File: config.mk
export PLATFORM = sky130hd
export DESIGN_NAME = flash_program_erase_control
export DESIGN_NICKNAME = d
export VERILOG_FILES = /design/src/logic/flash_ctrl_pkg.sv /design/src/logic/flash_program_erase_control.sv
export VERILOG_INCLUDE_DIRS = /design/src /design/src/logic
export SDC_FILE = /design/constraint.sdc
export NUM_CORES = 1
export LEC_CHECK = 0
export BUFFER_PORTS_ARGS = -buffer_cell sky130_fd_sc_hd__buf_4
export CORE_ASPECT_RATIO = 0.5
export CORE_MARGIN = 2
export CORE_UTILIZATION = 49
export CTS_BUF_LIST = sky130_fd_sc_hd__clkbuf_16
export DETAILED_ROUTE_END_ITERATION = 6
export PLACE_DENSITY = 0.86
export SETUP_SLACK_MARGIN = 0.15
export SYNTH_ARGS = -nofsm -noshare
export SYNTH_HDL_FRONTEND = slang
export SYNTH_SLANG_ARGS = --single-unit
File: constraint.sdc
create_clock -name clk_in -period 4.68 [get_ports clk_in]
set_clock_uncertainty 0.1 [all_clocks]
set_input_delay 0.234 -clock clk_in [delete_from_list [all_inputs] [get_ports clk_in]]
set_output_delay 0.234 -clock clk_in [all_outputs]
set_load 0.1 [all_outputs]
File: src/logic/flash_ctrl_consts.svh
`ifndef FLASH_CTRL_CONSTS_SVH
`define FLASH_CTRL_CONSTS_SVH
// special-function register addresses
`define PSC_ADDR        8'h8f
`define FTC_ADDR        8'hb6
// reset values
`define PSC_RESET       8'h00
`define FTC_RESET       8'h80
// program_store_control fields
`define PSC_SCRATCH_BIT 2
`define PSC_ERASE_BIT   1
`define PSC_WRITE_BIT   0
`define PSC_USED_MASK   8'h07
// flash_timing_control fields
`define FTC_ONESHOT_BIT 7
`define FTC_RDALW_BIT   6
`define FTC_GATE_BIT    0
`define FTC_USED_MASK   8'hc1
// array geometry
`define PAGE_ADDR_BITS  9
`define SCRATCH_MASK    16'h007f
`define ERASED_BYTE     8'hff
// sense amplifier one-shot hold time
`define ONESHOT_NS      50
`define CLK_PERIOD_NS   10
`define ONESHOT_CYCLES  ((`ONESHOT_NS + `CLK_PERIOD_NS - 1) / `CLK_PERIOD_NS)
`endif

File: src/logic/flash_ctrl_pkg.sv
package flash_ctrl_pkg;
    // operation handed to the flash array macro
    typedef enum logic [1:0] {
        OP_NONE,
        OP_PROGRAM,
        OP_ERASE
    } flash_op_type;

    // command word towards the array
    typedef struct packed {
        flash_op_type op;        // program or page erase
        logic         scratch;   // 1: scratchpad sector, 0: main array
        logic [15:0]  addr;      // byte address (erase: any byte in the page)
        logic [7:0]   data;      // byte to program, already merged with old value
    } flash_cmd_type;
endpackage : flash_ctrl_pkg

File: src/logic/flash_program_erase_control.sv
`timescale 1ns/100ps
`include "flash_ctrl_consts.svh"
// Behaviour
// [RULE_01] one-shot timer drops sense amps after reads
// [RULE_02] read-always bit keeps flash in read
// [RULE_03] reserved timing bits read zero, write zero
// [RULE_04] software writes need the write gate bit
// [RULE_05] scratchpad bit steers software accesses
// [RULE_06] software keeps scratchpad addresses below 0x80
// [RULE_07] erase plus write enable erases page
// [RULE_08] erase ignores the supplied data byte
// [RULE_09] erase enable alone does nothing
// [RULE_10] write enable makes xdata write program
// [RULE_11] software erases before programming a byte
// [RULE_12] 512-byte pages, erase sets bytes to ff
// [RULE_13] programming only clears bits to zero
// [RULE_14] stall core and hold interrupts while busy
// [RULE_15] reset: one-shot on, all write controls off
module flash_program_erase_control (
    input  wire logic                         clk_in,
    input  wire logic                         rst_b_in,
    // special-function register port
    input  wire logic [7:0]                   sfr_addr_in,
    input  wire logic                         sfr_wr_in,
    input  wire logic [7:0]                   sfr_wdata_in,
    output logic      [7:0]                   sfr_rdata_out,
    // external-data write from the core
    input  wire logic                         xdata_wr_in,
    input  wire logic [15:0]                  xdata_addr_in,
    input  wire logic [7:0]                   xdata_wdata_in,
    output logic                              xram_wr_out,
    // code-space read from the core
    input  wire logic                         code_rd_in,
    input  wire logic [15:0]                  code_addr_in,
    output logic      [7:0]                   code_rdata_out,
    // flash array macro
    output logic                              flash_rd_out,
    output logic      [15:0]                  flash_rd_addr_out,
    output logic                              flash_rd_scratch_out,
    input  wire logic [7:0]                   flash_rdata_in,
    output logic                              flash_cmd_valid_out,
    output flash_ctrl_pkg::flash_cmd_type     flash_cmd_out,
    input  wire logic                         flash_done_in,
    output logic                              sense_amp_on_out,
    // core side effects
    output logic                              cpu_stall_out,
    output logic                              irq_hold_out
);
    import flash_ctrl_pkg::*;

    // sequencer states
    typedef enum logic [1:0] {
        ST_IDLE,
        ST_FETCH,
        ST_ISSUE,
        ST_BUSY
    } seq_state_type;

    localparam int unsigned OS_CYCLES = `ONESHOT_CYCLES;
    localparam logic [7:0]  OS_LOAD   = 8'(OS_CYCLES);

    logic [7:0]    psc_q, psc_d;          // program_store_control
    logic [7:0]    ftc_q, ftc_d;          // flash_timing_control
    seq_state_type st_q, st_d;            // write/erase sequencer
    flash_cmd_type cmd_q, cmd_d;          // command being built or run
    logic          cmd_vld_q, cmd_vld_d;  // one-cycle launch strobe
    logic [7:0]    os_q, os_d;            // one-shot countdown
    logic [7:0]    rdata_q, rdata_d;      // registered code read data
    logic          rd_pend_q, rd_pend_d;  // code read awaiting array data
    logic          xram_q, xram_d;        // registered xram write strobe
    logic [7:0]    sfr_rd_q, sfr_rd_d;    // registered sfr read data

    // decoded control bits
    logic scratch_sel;
    logic erase_en;
    logic prog_en;
    logic oneshot_en;
    logic read_always;
    logic write_gate;
    logic flash_wr_req;
    logic fetch_rd;

    always_comb begin
        scratch_sel = psc_q[`PSC_SCRATCH_BIT];
        erase_en    = psc_q[`PSC_ERASE_BIT];
        prog_en     = psc_q[`PSC_WRITE_BIT];
        oneshot_en  = ftc_q[`FTC_ONESHOT_BIT];
        read_always = ftc_q[`FTC_RDALW_BIT];
        write_gate  = ftc_q[`FTC_GATE_BIT];
        // write enable redirects the xdata write away from xram [RULE_10]
        // without the gate the redirected write is simply dropped [RULE_04]
        flash_wr_req = xdata_wr_in && prog_en && write_gate && (st_q == ST_IDLE);
    end

    // register file next state
    always_comb begin
        psc_d = psc_q;
        ftc_d = ftc_q;
        if (sfr_wr_in && sfr_addr_in == `PSC_ADDR) begin
            // unused upper bits never store
            psc_d = sfr_wdata_in & `PSC_USED_MASK;
        end else if (sfr_wr_in && sfr_addr_in == `FTC_ADDR) begin
            // reserved bits 5..1 are forced to zero [RULE_03]
            ftc_d = sfr_wdata_in & `FTC_USED_MASK;
        end
        // readback of either register, zero elsewhere
        if (sfr_addr_in == `PSC_ADDR) begin
            sfr_rd_d = psc_q;
        end else if (sfr_addr_in == `FTC_ADDR) begin
            sfr_rd_d = ftc_q; // reserved field reads zero [RULE_03]
        end else begin
            sfr_rd_d = 8'h00;
        end
    end

    // register file flops
    always_ff @(posedge clk_in) begin
        if (!rst_b_in) begin
            psc_q    <= `PSC_RESET; // all write, erase, scratch off [RULE_15]
            ftc_q    <= `FTC_RESET; // one-shot on, gate closed [RULE_15]
            sfr_rd_q <= 8'h00;
        end else begin
            psc_q    <= psc_d;
            ftc_q    <= ftc_d;
            sfr_rd_q <= sfr_rd_d;
        end
    end

    // write/erase sequencer next state
    always_comb begin
        st_d      = st_q;
        cmd_d     = cmd_q;
        cmd_vld_d = 1'b0;
        fetch_rd  = 1'b0;
        case (st_q)
            ST_IDLE: begin
                if (flash_wr_req) begin
                    cmd_d.scratch = scratch_sel; // array picked by scratch bit [RULE_05]
                    // scratch accesses keep only the low 7 bits; higher is undefined [RULE_06]
                    cmd_d.addr = scratch_sel ? (xdata_addr_in & `SCRATCH_MASK)
                                             : xdata_addr_in;
                    if (erase_en) begin
                        // erase needs both bits, so erase alone never lands here [RULE_09]
                        cmd_d.op   = OP_ERASE;              // [RULE_07]
                        cmd_d.data = `ERASED_BYTE;          // written byte ignored [RULE_08]
                        cmd_vld_d  = 1'b1;
                        st_d       = ST_BUSY;
                    end else begin
                        // fetch old byte first so the program can only clear bits
                        cmd_d.op   = OP_PROGRAM;
                        cmd_d.data = xdata_wdata_in;
                        st_d       = ST_FETCH;
                    end
                end
            end
            ST_FETCH: begin
                fetch_rd = 1'b1;
                st_d     = ST_ISSUE;
            end
            ST_ISSUE: begin
                // merge with current contents: ones cannot be created [RULE_13]
                cmd_d.data = cmd_q.data & flash_rdata_in;
                cmd_vld_d  = 1'b1;
                st_d       = ST_BUSY;
            end
            ST_BUSY: begin
                // wait for the array's own timed cycle to finish
                if (flash_done_in && !cmd_vld_q) begin
                    st_d     = ST_IDLE;
                    cmd_d.op = OP_NONE;
                end
            end
            default: st_d = ST_IDLE;
        endcase
    end

    // sequencer flops
    always_ff @(posedge clk_in) begin
        if (!rst_b_in) begin
            st_q      <= ST_IDLE;
            cmd_q     <= '0;
            cmd_vld_q <= 1'b0;
        end else begin
            st_q      <= st_d;
            cmd_q     <= cmd_d;
            cmd_vld_q <= cmd_vld_d;
        end
    end

    // read path and sense amplifier timer next state
    always_comb begin
        rd_pend_d = code_rd_in && (st_q == ST_IDLE);
        rdata_d   = rd_pend_q ? flash_rdata_in : rdata_q;
        // plain xdata writes pass to xram only while write enable is clear
        xram_d    = xdata_wr_in && !prog_en;
        os_d      = os_q;
        if (!oneshot_en) begin
            os_d = 8'h00;                              // timer held off [RULE_01]
        end else if (code_rd_in || fetch_rd) begin
            os_d = OS_LOAD;                            // retrigger on every read [RULE_01]
        end else if (os_q != 8'h00) begin
            os_d = os_q - 8'h01;
        end
    end

    // read path flops
    always_ff @(posedge clk_in) begin
        if (!rst_b_in) begin
            rd_pend_q <= 1'b0;
            rdata_q   <= 8'h00;
            xram_q    <= 1'b0;
            os_q      <= 8'h00;
        end else begin
            rd_pend_q <= rd_pend_d;
            rdata_q   <= rdata_d;
            xram_q    <= xram_d;
            os_q      <= os_d;
        end
    end

    // output drive
    always_comb begin
        sfr_rdata_out        = sfr_rd_q;
        xram_wr_out          = xram_q;
        code_rdata_out       = rdata_q;
        flash_rd_out         = (code_rd_in && st_q == ST_IDLE) || fetch_rd;
        // software reads also follow the scratch bit [RULE_05]
        flash_rd_scratch_out = fetch_rd ? cmd_q.scratch : scratch_sel;
        flash_rd_addr_out    = fetch_rd ? cmd_q.addr
                             : (scratch_sel ? (code_addr_in & `SCRATCH_MASK) : code_addr_in);
        flash_cmd_valid_out  = cmd_vld_q;
        flash_cmd_out        = cmd_q;
        // read-always wins; with timer off amps never switch off [RULE_02] [RULE_01]
        sense_amp_on_out     = read_always || !oneshot_en || flash_rd_out || (os_q != 8'h00);
        // stall and hold interrupts from request until done [RULE_14]
        cpu_stall_out        = flash_wr_req || (st_q != ST_IDLE);
        irq_hold_out         = cpu_stall_out;
    end
endmodule : flash_program_erase_control

==> results.json <==
{
  "outcome": "complete, no violations",
  "top_usage_layer": "met2",
  "ys_ff_latch": 59,
  "nNetsFinal": 510,
  "crit_fanout": 9,
  "rsz0062_at_grt": "false",
  "dpl.cell_count": 495,
  "via_count": 2809,
  "max_cap_viol_count": 0,
  "syn_inst": 315,
  "cts_setup_buffers": 0,
  "finalCoreUtilization_pct": 74.4,
  "start_util_pct": 50.3,
  "cts_tree": "yes",
  "syn_area_sq_um": 2730,
  "io_pins": 136,
  "ctsHoldBuffers": 0,
  "clkTransAtPathRegs_ns": 0.06,
  "leakagePower_nw": 1.78,
  "fillers": 382,
  "synth_cell_types": 43,
  "slew_headroom_pct": 33.2,
  "cts-buffers-inserted": 9,
  "cts_num_sinks": 59,
  "hpwl_mm": 5.68,
  "die_x_um": 109,
  "cp.required_ns": 4.35,
  "ys.warnings.count": 0,
  "period_needed_ns": 2.87,
  "cts_root_buffer": "clkbuf_16",
  "cts_buffer_depth": 2,
  "grt_pass1_vias": 2644,
  "rows": 19,
  "ys.flop_type": "dfxtp_1",
  "viasPerCell": 5.50,
  "antenna_found_initial": 0,
  "cp.arrival_ns": 2.53,
  "synth_edf_count": 0,
  "final_common_cell": "buf_4",
  "finalNonFillerCells": 511,
  "drtPass1Iterations": 4,
  "layout_common_cells": "buf_4 (130), dfxtp_1 (59), nand2_1 (43)",
  "grt_pass1_wl_mm": 12.2,
  "multi_input_area_sq_um": 1410,
  "wl_mm": 7.80,
  "drc": 0,
  "ant_nets": 0,
  "period_share_pct": 61.3,
  "die_h_um": 56.7,
  "die-area_sq_um": 6210,
  "cp-start-kind": "flip-flop",
  "grt_overflow": 0,
  "antenna_cells": 0,
  "seq_area_frac_synth_pct": 43.3,
  "tightest_slew_ns": 0.995,
  "drt-initial-drc-count": 198,
  "drv_slew": 0,
  "port_buffers": 129,
  "setup-violations-final": 0,
  "crit_type": "reg -> out",
  "place_congestion": 0.875,
  "hold_viol_final": 0,
  "grtUsageMet1_pct": 30.2,
  "p_total_w": 0.00152,
  "setup.worst_path.end_class": "primary output",
  "avgRoutedWirePerCell_um": 15.3,
  "layout-drive-gt1-share_pct": 35.2,
  "core-area_sq_um": 5420,
  "fin_setup_tns_ns": 0,
  "hold_path_class": "in -> reg",
  "clkLatencyLatePin_ns": 0.32,
  "grt_util_met2_pct": 43.2,
  "avgSynthCellArea_sq_um": 8.65,
  "synth_area_leader_cell": "dfxtp_1",
  "p_per_area_nw_per_um2": 377,
  "regArea_sq_um": 1180,
  "met3_usage_pct": 7.32,
  "max_clock_freq_ghz": 0.349,
  "synth_top_area_share_pct": 43.3,
  "grt_max_degree": 37,
  "cts-resized-gates": 0,
  "ir_worst_vdd_uv": 231,
  "holdWs_ns": 0.0533,
  "postSynth.asyncResetShare_pct": 0,
  "ys_top_cells_by_area": "dfxtp_1 (43%), nand2_1 (5.9%), mux2i_1 (5.5%)",
  "grt_use_total_pct": 25.4,
  "cts-htree-levels": 3,
  "area_growth_pct": 47.9
}
-- worst max-delay path, stage by stage, from the launching register on --
cell and delay (ns):
dfxtp_1 0.36, or4_1 0.69, or3_1 0.45, or4_1 0.45, buf_4 0.26
-- layer usage --
layer,vias up,share of wire [%]
met5,-,0
met1,1362,42
met3,14,4.9
met2,85,52
met4,0,1.9
li1,1348,-
-- final cells by class --
class / instances / share of cell area, %
multi-input cells: 225 / 35.0
flip-flops and latches: 59 / 29.3
clock inverters: 7 / 2.89
repair buffers: 130 / 24.2
inverters: 8 / 0.745
clock buffers: 9 / 5.59
well taps: 73 / 2.27
-- state kept, by name, summed over array words and instances, names as in the netlist --
register             flops
psc_q                    3
xram_wr_out              1
st_q                     2
code_rdata_out           8
flash_cmd_valid_out      1
os_q                     8
rd_pend_q                1
flash_cmd_out           27
sfr_rdata_out            5
ftc_q                    3
-- cells by family after synthesis --
kind of cell	after synthesis	share of synthesized area [%]
adder cells (fa/ha/maj)	7	3.21
AO/OA/AOI/OAI	57	13.6
XOR/XNOR	1	0.321
flip-flops	59	43.3
buffers and inverters	33	5.14
other	1	0.138
multiplexers	24	9.23
AND/OR/NAND/NOR	133	25.0
-- synth_stat cells, types with 7 or more instances --
library cell	n
dfxtp_1	59
nand2_1	43
a21oi_1	21
and3_1	7
nand3_1	19
inv_1	7
mux2_2	9
nand3b_1	10
nor2_1	21
a22o_1	9
a31oi_1	9
clkbuf_1	18
mux2i_1	15
ha_1	7
or3_1	11
-- metrics by stage --
stage / setup slack [ns] / area, sq um
final: 1.81 / 4030
after global routing: 1.75 / 4030
after detailed placement: 2.19 / 3690
after global placement: 2.26 / 3690
after CTS: 1.83 / 4030
after floorplan: 2.02 / 2730
-- power by group --
group	leakage [nW]	total, W	internal [W]	switching (W)
combinational	1.14	0.000244	0.0000819	0.000162
clock	0.155	0.000748	0.000517	0.000231
sequential	0.478	0.000526	0.000514	0.0000117
total	1.78	0.00152	0.00111	0.000405
-- worst paths after layout --
path | start | end | slack [ns] | depth (start not counted)
min | flash_rdata_in[2] | code_rdata_out[2] | 0.05 | 3
max | os_q[2] | sense_amp_on_out | 1.81 | 4
max reg2reg | st_q[0] | flash_cmd_out[6] | 2.43 | 5
min reg2reg | flash_cmd_out[18] | flash_cmd_out[18] | 0.37 | 2
Power figures use the tool's default switching activity.
